--- src/rtl/flash_host_params.svh ---
// Summary of operation
// - Host reads with select and output enable low, write enable and reset high.
// - Host holds reset low at least 100ns for every reset.
// - Host waits reset-to-output-valid time before trusting its first read.
// - Host waits reset-to-write time after reset release before writing commands.
// - Flash reset pin follows the same system reset as the processor.
// - Command 90H enters configuration read, command FFH returns to read array.
// - One-time programming is command C0H, then data written at its address.
// - Customer area lock is C0H then FFFDH written to address 80H.
// - Commands written with select and write enable low, latched on first rising edge.
`ifndef FLASH_HOST_PARAMS_SVH
`define FLASH_HOST_PARAMS_SVH

// ************************************************************
// Register offsets and fields
// ************************************************************
`define FH_REG_CTRL 8'h00
`define FH_REG_ADDR 8'h04
`define FH_REG_WDATA 8'h08
`define FH_REG_RDATA 8'h0c
`define FH_REG_STATUS 8'h10
`define FH_CTRL_OP_LSB 0
`define FH_CTRL_BYTE_BIT 4
`define FH_CTRL_WP_BIT 5
`define FH_STAT_BUSY_BIT 0
`define FH_STAT_RDY_BIT 1
`define FH_STAT_DONE_BIT 2

// ************************************************************
// Flash commands and fixed locations
// ************************************************************
`define FH_CMD_ID_READ 16'h0090
`define FH_CMD_READ_ARRAY 16'h00ff
`define FH_CMD_OTP_PROG 16'h00c0
`define FH_LOCK_ADDR 21'h000080
`define FH_LOCK_DATA 16'hfffd

// ************************************************************
// Timing
// ************************************************************
`define FH_CLK_NS 10
`define FH_RESET_LOW_NS 100
`define FH_RESET_TO_OUT_NS 200
`define FH_RESET_TO_WRITE_NS 200
`define FH_READ_ACC_NS 90
`define FH_WE_LOW_NS 50
`define FH_CYC_UP(ns) (((ns) + `FH_CLK_NS - 1) / `FH_CLK_NS)

`endif

--- src/rtl/flash_host_pkg.sv ---
package flash_host_pkg;

  // Operations that software can start
  typedef enum logic [2:0] {
    OP_NONE = 3'b000,
    OP_READ = 3'b001,
    OP_WRITE = 3'b010,
    OP_RESET = 3'b011,
    OP_ID_MODE = 3'b100,
    OP_ARRAY_MODE = 3'b101,
    OP_OTP_PROG = 3'b110,
    OP_OTP_LOCK = 3'b111
  } op_t;

  // Pin sequencer states
  typedef enum logic [2:0] {
    ST_IDLE = 3'b000,
    ST_READ = 3'b001,
    ST_WR_LOW = 3'b010,
    ST_WR_HOLD = 3'b011,
    ST_RST_LOW = 3'b100,
    ST_RST_WAIT = 3'b101,
    ST_WR_GAP = 3'b110
  } state_t;

endpackage : flash_host_pkg

--- src/rtl/flash_host.sv ---
`timescale 1ns/1ps
`include "flash_host_params.svh"

module flash_host #(
  parameter int RESET_LOW_CYC = `FH_CYC_UP(`FH_RESET_LOW_NS),
  parameter int RESET_OUT_CYC = `FH_CYC_UP(`FH_RESET_TO_OUT_NS),
  parameter int RESET_WR_CYC = `FH_CYC_UP(`FH_RESET_TO_WRITE_NS),
  parameter int READ_CYC = `FH_CYC_UP(`FH_READ_ACC_NS),
  parameter int WE_LOW_CYC = `FH_CYC_UP(`FH_WE_LOW_NS)
) (
  // Clock and reset
  input wire logic clock_in,
  input wire logic rst_n_in,
  // APB slave
  input wire logic psel_in,
  input wire logic penable_in,
  input wire logic pwrite_in,
  input wire logic [7:0] paddr_in,
  input wire logic [31:0] pwdata_in,
  output logic [31:0] prdata_out,
  output logic pready_out,
  output logic pslverr_out,
  // Flash pins
  output logic ce_n_out,
  output logic oe_n_out,
  output logic we_n_out,
  output logic reset_powerdown_n_out,
  output logic byte_mode_n_out,
  output logic write_protect_n_out,
  output logic [20:0] flash_addr_out,
  input wire logic [15:0] dq_in,
  output logic [15:0] dq_out,
  output logic dq_oe_out,
  input wire logic ready_busy_n_in
);

  // ************************************************************
  // Checks and derived counts
  // ************************************************************
  localparam int RST_WAIT_CYC = (RESET_OUT_CYC > RESET_WR_CYC) ? RESET_OUT_CYC : RESET_WR_CYC;

  if (RESET_LOW_CYC < 1 || RST_WAIT_CYC < 1 || READ_CYC < 1 || WE_LOW_CYC < 1 ||
      RESET_LOW_CYC > 65535 || RST_WAIT_CYC > 65535 || READ_CYC > 65535 || WE_LOW_CYC > 65535) begin : g_chk
    $error("flash_host: cycle counts must lie in 1..65535");
  end

  // ************************************************************
  // Register file
  // ************************************************************
  flash_host_pkg::state_t state_q;
  flash_host_pkg::op_t op_q;
  flash_host_pkg::op_t wr_op;
  logic [15:0] cnt_q, wdata_q, rdata_q;
  logic [20:0] addr_q;
  logic [36:0] word_first, word_second;
  logic second_q, byte_mode_q, wp_high_q, done_q, done_set, apb_wr, start, addr_ok;

  assign apb_wr = psel_in && penable_in && pwrite_in;
  assign wr_op = flash_host_pkg::op_t'(pwdata_in[`FH_CTRL_OP_LSB +: 3]);
  // Starts while busy are dropped; software polls the busy bit first
  assign start = apb_wr && (paddr_in == `FH_REG_CTRL) && (wr_op != flash_host_pkg::OP_NONE) &&
                 (state_q == flash_host_pkg::ST_IDLE);
  assign addr_ok = (paddr_in == `FH_REG_CTRL) || (paddr_in == `FH_REG_ADDR) || (paddr_in == `FH_REG_WDATA) ||
                   (paddr_in == `FH_REG_RDATA) || (paddr_in == `FH_REG_STATUS);
  assign pready_out = 1'b1; // Zero wait states
  assign pslverr_out = psel_in && penable_in && !addr_ok;

  // Configuration and operand registers
  always_ff @(posedge clock_in or negedge rst_n_in) begin
    if (!rst_n_in) begin
      byte_mode_q <= 1'b0;
      wp_high_q <= 1'b0;
      addr_q <= 21'h000000;
      wdata_q <= 16'h0000;
    end else if (apb_wr) begin
      if (paddr_in == `FH_REG_CTRL) begin
        byte_mode_q <= pwdata_in[`FH_CTRL_BYTE_BIT];
        wp_high_q <= pwdata_in[`FH_CTRL_WP_BIT];
      end
      if (paddr_in == `FH_REG_ADDR) begin
        addr_q <= pwdata_in[20:0];
      end
      if (paddr_in == `FH_REG_WDATA) begin
        wdata_q <= pwdata_in[15:0];
      end
    end
  end

  // Sticky done flag; a completion in the clearing cycle wins
  always_ff @(posedge clock_in or negedge rst_n_in) begin
    if (!rst_n_in) begin
      done_q <= 1'b0;
    end else if (done_set) begin
      done_q <= 1'b1;
    end else if (apb_wr && paddr_in == `FH_REG_STATUS && pwdata_in[`FH_STAT_DONE_BIT]) begin
      done_q <= 1'b0;
    end
  end

  // Read data mux, zero for unmapped
  always_comb begin
    prdata_out = 32'h00000000;
    unique case (paddr_in)
      `FH_REG_CTRL: begin
        prdata_out[`FH_CTRL_BYTE_BIT] = byte_mode_q;
        prdata_out[`FH_CTRL_WP_BIT] = wp_high_q;
      end
      `FH_REG_ADDR: prdata_out[20:0] = addr_q;
      `FH_REG_WDATA: prdata_out[15:0] = wdata_q;
      `FH_REG_RDATA: prdata_out[15:0] = rdata_q;
      `FH_REG_STATUS: begin
        prdata_out[`FH_STAT_BUSY_BIT] = (state_q != flash_host_pkg::ST_IDLE);
        prdata_out[`FH_STAT_RDY_BIT] = ready_busy_n_in;
        prdata_out[`FH_STAT_DONE_BIT] = done_q;
      end
      default: prdata_out = 32'h00000000;
    endcase
  end

  assign byte_mode_n_out = !byte_mode_q;
  assign write_protect_n_out = wp_high_q;

  // ************************************************************
  // Pin sequencer
  // ************************************************************
  // Command word and address of each write phase
  function automatic logic [36:0] wr_word(input flash_host_pkg::op_t op, input logic second,
                                          input logic [20:0] a, input logic [15:0] d);
    logic [36:0] r;
    unique case (op)
      flash_host_pkg::OP_ID_MODE: r = {a, `FH_CMD_ID_READ};
      flash_host_pkg::OP_ARRAY_MODE: r = {a, `FH_CMD_READ_ARRAY};
      flash_host_pkg::OP_OTP_PROG: r = second ? {a, d} : {a, `FH_CMD_OTP_PROG};
      flash_host_pkg::OP_OTP_LOCK: r = second ? {`FH_LOCK_ADDR, `FH_LOCK_DATA} : {a, `FH_CMD_OTP_PROG};
      default: r = {a, d};
    endcase
    return r;
  endfunction : wr_word

  // Opening phase follows the new op, the second phase the latched one
  assign word_first = wr_word(wr_op, 1'b0, addr_q, wdata_q);
  assign word_second = wr_word(op_q, 1'b1, addr_q, wdata_q);
  assign done_set = ((state_q == flash_host_pkg::ST_READ) && (cnt_q == 16'h0001)) ||
                    ((state_q == flash_host_pkg::ST_WR_HOLD) &&
                     !((op_q == flash_host_pkg::OP_OTP_PROG || op_q == flash_host_pkg::OP_OTP_LOCK) && !second_q)) ||
                    ((state_q == flash_host_pkg::ST_RST_WAIT) && (cnt_q == 16'h0001));

  // Starts in reset so the flash is reset with the system
  always_ff @(posedge clock_in or negedge rst_n_in) begin
    if (!rst_n_in) begin
      state_q <= flash_host_pkg::ST_RST_LOW;
      op_q <= flash_host_pkg::OP_NONE;
      cnt_q <= 16'h0000;
      second_q <= 1'b0;
      ce_n_out <= 1'b1;
      oe_n_out <= 1'b1;
      we_n_out <= 1'b1;
      reset_powerdown_n_out <= 1'b0;
      flash_addr_out <= 21'h000000;
      dq_out <= 16'h0000;
      dq_oe_out <= 1'b0;
      rdata_q <= 16'h0000;
    end else begin
      unique case (state_q)
        flash_host_pkg::ST_IDLE: begin
          if (start) begin
            op_q <= wr_op;
            second_q <= 1'b0;
            flash_addr_out <= word_first[36:16];
            if (wr_op == flash_host_pkg::OP_READ) begin
              ce_n_out <= 1'b0;
              oe_n_out <= 1'b0;
              cnt_q <= 16'(READ_CYC);
              state_q <= flash_host_pkg::ST_READ;
            end else if (wr_op == flash_host_pkg::OP_RESET) begin
              reset_powerdown_n_out <= 1'b0;
              cnt_q <= 16'h0000;
              state_q <= flash_host_pkg::ST_RST_LOW;
            end else begin
              ce_n_out <= 1'b0;
              we_n_out <= 1'b0;
              dq_oe_out <= 1'b1;
              dq_out <= word_first[15:0];
              cnt_q <= 16'(WE_LOW_CYC);
              state_q <= flash_host_pkg::ST_WR_LOW;
            end
          end
        end
        flash_host_pkg::ST_READ: begin
          cnt_q <= cnt_q - 16'h0001;
          if (cnt_q == 16'h0001) begin
            rdata_q <= dq_in;
            ce_n_out <= 1'b1;
            oe_n_out <= 1'b1;
            state_q <= flash_host_pkg::ST_IDLE;
          end
        end
        flash_host_pkg::ST_WR_LOW: begin
          cnt_q <= cnt_q - 16'h0001;
          if (cnt_q == 16'h0001) begin
            we_n_out <= 1'b1;
            state_q <= flash_host_pkg::ST_WR_HOLD;
          end
        end
        flash_host_pkg::ST_WR_HOLD: begin
          // Address and data held a cycle past the rising write enable
          ce_n_out <= 1'b1;
          dq_oe_out <= 1'b0;
          if ((op_q == flash_host_pkg::OP_OTP_PROG || op_q == flash_host_pkg::OP_OTP_LOCK) && !second_q) begin
            second_q <= 1'b1;
            state_q <= flash_host_pkg::ST_WR_GAP;
          end else begin
            state_q <= flash_host_pkg::ST_IDLE;
          end
        end
        flash_host_pkg::ST_WR_GAP: begin
          flash_addr_out <= word_second[36:16];
          dq_out <= word_second[15:0];
          ce_n_out <= 1'b0;
          we_n_out <= 1'b0;
          dq_oe_out <= 1'b1;
          cnt_q <= 16'(WE_LOW_CYC);
          state_q <= flash_host_pkg::ST_WR_LOW;
        end
        flash_host_pkg::ST_RST_LOW: begin
          cnt_q <= cnt_q + 16'h0001;
          if (cnt_q >= 16'(RESET_LOW_CYC - 1)) begin
            reset_powerdown_n_out <= 1'b1;
            cnt_q <= 16'(RST_WAIT_CYC);
            state_q <= flash_host_pkg::ST_RST_WAIT;
          end
        end
        flash_host_pkg::ST_RST_WAIT: begin
          // Covers both recovery times, so no access can start early
          cnt_q <= cnt_q - 16'h0001;
          if (cnt_q == 16'h0001) begin
            state_q <= flash_host_pkg::ST_IDLE;
          end
        end
        default: state_q <= flash_host_pkg::ST_IDLE;
      endcase
    end
  end

  // ************************************************************
  // Assertions
  // ************************************************************
  // Helper counters: reset low length and time since release
  logic [15:0] low_len_q, since_rel_q;
  always_ff @(posedge clock_in or negedge rst_n_in) begin
    if (!rst_n_in) begin
      low_len_q <= 16'h0000;
      since_rel_q <= 16'h0000;
    end else begin
      low_len_q <= reset_powerdown_n_out ? 16'h0000 : low_len_q + 16'h0001;
      since_rel_q <= !reset_powerdown_n_out ? 16'h0000 :
                     (since_rel_q == 16'hffff) ? since_rel_q : since_rel_q + 16'h0001;
    end
  end
endmodule : flash_host

--- config.mk ---
export PLATFORM = sky130hd
export DESIGN_NAME = flash_host
export DESIGN_NICKNAME = d
export VERILOG_FILES = /design/src/rtl/flash_host_pkg.sv /design/src/rtl/flash_host.sv
export VERILOG_INCLUDE_DIRS = /design/src /design/src/rtl
export SDC_FILE = /design/constraint.sdc
export NUM_CORES = 1
export LEC_CHECK = 0
export ABC_AREA = 1
export BUFFER_PORTS_ARGS = -buffer_cell sky130_fd_sc_hd__buf_2
export CAP_MARGIN = 20
export CORE_UTILIZATION = 45
export CTS_BUF_LIST = sky130_fd_sc_hd__clkbuf_4
export CTS_CLUSTER_DIAMETER = 150
export CTS_CLUSTER_SIZE = 30
export DETAILED_ROUTE_END_ITERATION = 8
export GPL_ROUTABILITY_DRIVEN = 0
export MAX_ROUTING_LAYER = met4
export PLACE_DENSITY = 0.69
export SETUP_SLACK_MARGIN = 0.3
export SLEW_MARGIN = 15
export SYNTH_ARGS = -nofsm -noshare
export SYNTH_HDL_FRONTEND = slang
export SYNTH_SLANG_ARGS = --single-unit
--- constraint.sdc ---
create_clock -name clock_in -period 2.68 [get_ports clock_in]
set_clock_uncertainty 0.05 [all_clocks]
set_input_delay 0 -clock clock_in [delete_from_list [all_inputs] [get_ports clock_in]]
set_output_delay 0 -clock clock_in [all_outputs]
set_load 0.02 [all_outputs]
==> results of run 1 <==
[final timing paths]
check | slack (ns) | end | startpoint | depth (start not counted)
max in group asynchronous | 1.73 | rdata_q[14] | rst_n_in | 3
worst min register to register | 0.42 | ce_n_out | ce_n_out | 2
worst max register to register | 0.52 | dq_out[6] | state_q[2] | 7
worst min-delay path | 0.04 | flash_addr_out[18] | rst_n_in | 2
worst max-delay path | 0.31 | byte_mode_q | psel_in | 10
min in group clock_in | 0.11 | op_q[1] | paddr_in[6] | 7
[placed cells by master, fill, tap and decap left out, types with 3 or more instances in the layout]
| master | Yosys | routed |
|---|---|---|
| a21oi_1 | 12 | 12 |
| buf_2 | 12 | 115 |
| buf_4 | 15 | 5 |
| clkbuf_4 | 0 | 18 |
| clkinv_1 | 0 | 3 |
| clkinv_2 | 1 | 5 |
| clkinv_4 | 0 | 3 |
| conb_1 | 2 | 12 |
| dfrtp_1 | 117 | 117 |
| dfstp_2 | 4 | 4 |
| dlygate4sd3_1 | 0 | 56 |
| ha_1 | 3 | 3 |
| inv_1 | 90 | 90 |
| inv_2 | 10 | 10 |
| nand2_1 | 278 | 277 |
| nand2_2 | 8 | 9 |
| nand2_4 | 3 | 3 |
| nand3_1 | 87 | 87 |
| nand3_4 | 3 | 3 |
| nand4_1 | 3 | 3 |
| nor2_1 | 68 | 68 |
| nor2_2 | 3 | 3 |
| nor2_4 | 6 | 6 |
| nor3_1 | 7 | 6 |
| nor3_2 | 2 | 3 |
| o2111ai_1 | 5 | 5 |
| o211ai_1 | 11 | 11 |
| o21ai_0 | 34 | 34 |
| o21ai_1 | 36 | 36 |
| o21ai_2 | 14 | 14 |
| o221ai_1 | 3 | 3 |
| o22ai_1 | 5 | 5 |
| xor2_1 | 3 | 3 |
[flip-flops by register name, indices dropped and copies added, names as in the netlist]
name and flops:
done_q 1, state_q 3, we_n_out 1, dq_oe_out 1, cnt_q 16, wdata_q 16
dq_out 16, oe_n_out 1, addr_q 21, op_q 3, flash_addr_out 21, second_q 1
byte_mode_q 1, reset_powerdown_n_out 1, rdata_q 16, write_protect_n_out 1, ce_n_out 1
[power groups by stage]
stage | clock network (mW) | logic [mW] | registers (mW)
final | 1.26 | 2.25 | 2.36
after global routing | 1.38 | 2.56 | 2.40
after CTS | 1.28 | 2.25 | 2.35
after detailed placement | 0 | 2.19 | 2.39
after global placement | 0 | 2.15 | 2.38
after floorplan | 0 | 1.64 | 2.46
[final cells by class]
type | count | area share
timing repair buffer | 177 | 0.1478
tap | 184 | 0.02850
clock inverter | 14 | 0.01642
clock buffer | 18 | 0.01673
antenna | 1 | 0.0003098
inverter | 101 | 0.04709
multi-input combinational | 616 | 0.3677
sequential | 121 | 0.3755
[metrics by stage]
step	cells	hold WS, ns	area [um2]	worst slack, ns	utilization
final	1232	0.03856	8078	0.3109	0.5579
after global placement	1143	0.1077	7239	0.5928	0.5000
after CTS	1231	0.03656	8068	0.3881	0.5572
after global routing	1231	0.07879	8075	0.2038	0.5577
after floorplan	880	-0.3456	6673	1.071	-
after detailed placement	1143	0.1021	7239	0.5628	0.5000
[worst register-to-register path, cell delays in order (launching register included)]
cell	delay (ns)
dfstp_2	0.61
inv_2	0.20
nand2_2	0.24
nor2_1	0.10
a21oi_1	0.22
nand3_4	0.36
nand2_1	0.20
o21ai_2	0.06
[repair_timing]
item | 4_1_cts | 5_1_grt
resized for setup | 0 | 2
endpoints found under the setup margin | 0 | 6
hold endpoints to repair | 132 | 0
hold buffers | 56 | 0
[routing by layer]
| metal | wire length [um] | vias up | GRT usage | part of all wire |
|---|---|---|---|---|
| met5 | 0 | - | - | 0 |
| li1 | - | 3104 | - | - |
| met2 | 8000 | 198 | 0.3673 | 0.45 |
| met4 | 371 | 0 | 0.09714 | 0.021 |
| met1 | 8341 | 2885 | 0.3498 | 0.47 |
| met3 | 949 | 28 | 0.04059 | 0.054 |
[cells by family after synthesis]
| logic type | Yosys count | share of synthesized area |
|---|---|---|
| other | 2 | 0.001132 |
| XOR/XNOR | 4 | 0.005281 |
| buffers and inverters | 143 | 0.1020 |
| AND/OR/NAND/NOR | 471 | 0.3136 |
| flip-flops | 121 | 0.4571 |
| adder cells (fa/ha/maj) | 3 | 0.005658 |
| AO/OA/AOI/OAI | 126 | 0.1152 |
==> results.sh, run 1 <==
export IMPL_crit_chain="dlygate4sd3_1 > buf_2 > nand2_1 > nor2_4 > inv_1 > nor3_2 > nand2_1 > dlygate4sd3_1 > o21ai_0 > dlygate4sd3_1"
export IMPL_max_stage_delay_ns=0.58
export IMPL_worst_slew_pin_slew_ns=0.8170
export IMPL_layout_nets=1099
export IMPL_first_global_vias=5590
export IMPL_combPwrFrac=0.384
export IMPL_first_pass_iters=5
export IMPL_portBuffers=116
export IMPL_clk_latency_ns=0.55
export IMPL_yosys_most_used_dff="dfrtp_1"
export IMPL_finalHoldViolCount=0
export IMPL_p_total_mw=5.866
export IMPL_critPathMostFrequentCell="dlygate4sd3_1"
export IMPL_critPathBufInv=5
export IMPL_fin_crit_sh=0.8840
export IMPL_hold_path_class="in -> async"
export IMPL_fill_cells=1378
export IMPL_synth_seq_cells=121
export IMPL_maxSlewHeadroom=0.4553
export IMPL_rows=44
export IMPL_synth_warnings=0
export IMPL_hpwl_um=12460
export IMPL_p_int_mw=3.389
export IMPL_clk_path_buf_depth=2
export IMPL_grt_pass1_wl_um=27890
export IMPL_setup_tns_final_ns=0
export IMPL_cp_top_family="buffers and inverters"
export IMPL_p_switching_mw=2.477
export IMPL_seq_area_frac_synth=0.4571
export IMPL_period_needed_ns=2.369
export IMPL_drv_cap=0
export IMPL_synth_top_cells_by_count="nand2_1 (278), dfrtp_1 (117), inv_1 (90)"
export IMPL_worstSetupPathType="in -> reg"
export IMPL_swShare=0.4223
export IMPL_track_usage=0.2517
export IMPL_synth_largest_area_cell="dfrtp_1"
export IMPL_gr_total_overflow=0
export IMPL_power_frac_clock=0.214
export IMPL_drtIter0Drc=470
export IMPL_power_density_nw_per_um2=726.2
export IMPL_vias=6215
export IMPL_synth_most_common_cell="nand2_1"
export IMPL_slew_violations=0
export IMPL_synth_top_cells_by_area="dfrtp_1 (44%), nand2_1 (16%), nand3_1 (6.6%), inv_1 (5.1%), nor2_1 (3.8%)"
export IMPL_yosys_area_top_type_share=0.4413
export IMPL_cts_sinks=121
export IMPL_cts_root_buf="clkbuf_4"
export IMPL_fmax_mhz=422.1
export IMPL_wl_um=17660
export IMPL_synth_area_um2=6635
export IMPL_cp_end_kind="register"
export IMPL_vdd_ir_drop_max_mv=0.3586
export IMPL_pwr_share_seq=0.402
export IMPL_avgRoutedWirePerCell_um=14.34
export IMPL_synth_edf_count=0
export IMPL_floorplan_initialDensity=0.4583
export IMPL_crit_fanout=9
export IMPL_area_growth_pct=21.74
export IMPL_drc=0
export IMPL_boundaryPins=140
export IMPL_die_area_um2=15230
export IMPL_power_leakage_nw=4.189
export IMPL_path_clk_slew_ns=0.12
export IMPL_cp_required_ns=3.11
export IMPL_async_reset_ff_frac=1.000
export IMPL_via_per_inst=5.045
export IMPL_drive_gt1_frac=0.2015
export IMPL_cp_slowest_cell="dlygate4sd3_1"
export IMPL_setup_viol=0
export IMPL_cp_start_kind="input pin"
export IMPL_grt_setup_unrepaired="yes"
export IMPL_syn_instance_count=870
export IMPL_grt_max_degree=62
export IMPL_arrival_ns=2.80
export IMPL_die_w_um=123.4
export IMPL_synth_cell_types=40
export IMPL_postRouteAntennaNets=0
export IMPL_cts_max_level=4
export IMPL_antenna_found_initial=0
export IMPL_cts_buffers=17
export IMPL_coreArea_um2=14480
export IMPL_status="finished, final reports clean"
export IMPL_final_seq_area_um2=3033
export IMPL_die_h_um=123.4
export IMPL_synth_area_per_cell_um2=7.627
export IMPL_cts_tree="yes"
export IMPL_post_cts_setup_buffer_count=0
export IMPL_multiInputGateArea_um2=2970
No activity file was read; power rests on OpenSTA's default activity.
==> inputs of run 2 (changes only) <==
ABC_AREA = unset   (was 1)
clock period = 2.4 ns   (was 2.68 ns; I/O delays follow)
==> results.sh, run 2 <==
export IMPL_status="complete, but fails checks"
export IMPL_violations="negative hold slack"
export IMPL_rows=42
export IMPL_setup_ws_ns=0.1710
export IMPL_yosys_area_top_type_share=0.4777
export IMPL_track_usage=0.2544
export IMPL_async_reset_ff_frac=1.000
export IMPL_synth_seq_cells=121
export IMPL_layout_nets=841
export IMPL_place_area_um2=7008
export IMPL_path_clk_slew_ns=0.13
export IMPL_synth_top_cells_by_area="dfrtp_1 (48%), mux2_2 (13%), nand2_1 (3.9%), a21oi_1 (3.8%), nor2_1 (2.6%)"
export IMPL_syn_instance_count=595
export IMPL_synth_compound_area_frac=0.1431
export IMPL_postRouteAntennaNets=0
export IMPL_cp_end_kind="register"
export IMPL_clk_latency_ns=0.54
export IMPL_gr_total_overflow=0
export IMPL_synth_warnings=0
export IMPL_wl_met1_um=7079
export IMPL_p_total_mw=5.843
export IMPL_vias=5350
export IMPL_post_place_ws_ns=0.1330
export IMPL_fmax_mhz=448.6
export IMPL_top_regs="addr_q: 21 flops, flash_addr_out: 21 flops"
export IMPL_die_h_um=118.7
export IMPL_cts_tree="yes"
export IMPL_cp_slowest_cell="or4_4"
export IMPL_design_area_um2=7891
export IMPL_cts_root_buf="clkbuf_4"
export IMPL_maxUsedRoutingLayer="met4"
export IMPL_muxShareOfSynthArea=0.1572
export IMPL_clk_path_buf_depth=2
export IMPL_hold_slack_ns=-0.009052
export IMPL_coreArea_um2=13240
export IMPL_portBuffers=116
export IMPL_synth_edf_count=0
export IMPL_cp_start_kind="register"
export IMPL_synth_area_per_cell_um2=10.30
export IMPL_cts_sinks=121
export IMPL_synth_cell_types=61
export IMPL_die_w_um=118.7
export IMPL_first_global_vias=5427
export IMPL_yosys_area_share_simple=0.1421
export IMPL_floorplan_initialDensity=0.4628
export IMPL_seq_area_frac_synth=0.4949
export IMPL_maxSlewHeadroom=0.6531
export IMPL_grt_max_degree=52
export IMPL_layout_common_cells="dfrtp_1 (115), buf_2 (115), mux2_2 (69)"
export IMPL_n_antenna_cell=0
export IMPL_area_growth_pct=28.77
export IMPL_hold_path_class="in -> reg"
export IMPL_synth_area_um2=6128
export IMPL_synth_xor_area_frac=0.004287
export IMPL_max_stage_delay_ns=0.52
export IMPL_drive_gt1_frac=0.3714
export IMPL_boundaryPins=140
export IMPL_cp_required_ns=2.78
export IMPL_slew_violations=0
export IMPL_fin_cells=965
export IMPL_antenna_found_initial=0
export IMPL_crit_chain="or4_4 > nor4_4 > nand4_4 > nor3_4 > buf_12 > mux2_2"
export IMPL_route_met3_wl_um=1037
export IMPL_crit_fanout=17
export IMPL_first_pass_iters=5
export IMPL_avgRoutedWirePerCell_um=16.98
export IMPL_period_needed_ns=2.229
export IMPL_finalHoldViolCount=1
export IMPL_drc=0
export IMPL_arrival_ns=2.61
export IMPL_worstSetupPathType="reg -> reg"
export IMPL_placed_cells=881
export IMPL_cts_buffers=17
export IMPL_fill_cells=1123
export IMPL_hpwl_um=11470
export IMPL_power_leakage_nw=3.837
export IMPL_drv_cap=0
export IMPL_synth_top_family_by_area="multiplexers"
export IMPL_grt_pass1_wl_um=27010
export IMPL_synth_largest_area_cell="dfrtp_1"
export IMPL_yosys_most_used_dff="dfrtp_1"
export IMPL_cts_max_level=4
export IMPL_grt_setup_unrepaired="yes"
export IMPL_via_per_inst=5.544
export IMPL_power_density_nw_per_um2=740.4
export IMPL_wl_um=16380
export IMPL_drtIter0Drc=396
export IMPL_worst_slew_pin_slew_ns=0.5156
export IMPL_synth_adder_area_share=0.006125
export IMPL_setup_viol=0
export IMPL_synth_top_cells_by_count="dfrtp_1 (117), mux2_2 (70), nand2_1 (63)"
export IMPL_fin_crit_sh=0.9288
export IMPL_vdd_ir_drop_max_mv=0.3430
export IMPL_die_area_um2=14090
export IMPL_wl_met2_um=8002
export IMPL_synth_most_common_cell="dfrtp_1"
run 2: cell types whose count changed in the layout (fill, tap and decap cells not counted), moves of 32 or more:
cell | before | now
nand2_1 | 277 | 63
a21oi_1 | 12 | 44
o21ai_1 | 36 | 3
nand3_1 | 87 | 10
inv_1 | 90 | 21
mux2_2 | 0 | 69
run 2: cell families after synthesis:
kind of cell | count (synthesis)
compound gates | 138
buf+inv | 67
flops | 121
mux | 85
fa+ha+maj | 3
xor+xnor | 3
simple gates | 176
other cells | 2
run 2: per-layer routing:
layer | up-vias | GRT usage
met5 | - | -
met4 | 0 | 0.08623
met3 | 22 | 0.06708
met2 | 195 | 0.4094
met1 | 2651 | 0.3104
li1 | 2482 | -
run 2: what timing repair did:
item,CTS,global route
gates resized for setup,3,24
hold endpoints to repair,194,0
buffers inserted,4,4
pin swaps,0,2
endpoints found under the setup margin,18,68
hold buffers,45,0
run 2: final timing paths:
path	startpoint	depth (start not counted)	to	slack (ns)
max	cnt_q[8]	6	rdata_q[5]	0.17
min	paddr_in[3]	4	ce_n_out	-0.009
max reg2reg	cnt_q[8]	6	rdata_q[5]	0.17
min reg2reg	cnt_q[15]	1	cnt_q[15]	0.44
max in group asynchronous	rst_n_in	4	addr_q[13]	1.22
min in group asynchronous	rst_n_in	3	cnt_q[7]	0.40
run 2: power by group:
| group | total, mW | switching [mW] | internal, mW |
|---|---|---|---|
| Sequential | 2.61 | 0.281 | 2.33 |
| Combinational | 1.77 | 1.03 | 0.743 |
| Clock | 1.47 | 0.911 | 0.555 |
run 2: layout make-up:
class / instances / area [um2] / share of cell area
clock buffer: 17 / 127.6 / 0.01617
clock inverter: 15 / 155.1 / 0.01966
timing repair buffer: 198 / 1350 / 0.1711
sequential: 121 / 3035 / 0.3847
inverter: 21 / 78.83 / 0.009989
tap: 176 / 220.2 / 0.02791
multi-input combinational: 417 / 2924 / 0.3705
run 2: stage by stage:
stage / setup TNS, ns / hold WS (ns) / utilization
2_1_floorplan: -1.014 / -0.3456 / -
3_3_place_gp: 0 / -0.1210 / 0.5292
3_5_place_dp: 0 / -0.1137 / 0.5292
4_1_cts: 0 / 0.02670 / 0.5874
5_1_grt: 0 / 0.02448 / 0.5959
6_report: 0 / -0.009052 / 0.5959
run 2: worst max-delay path, delay by kind of cell (launching register included):
family,cells,cell delay [ns]
buffers and inverters,1,0.19
DFF,1,0.45
muxes,1,0.34
and+or+nand+nor,4,1.09
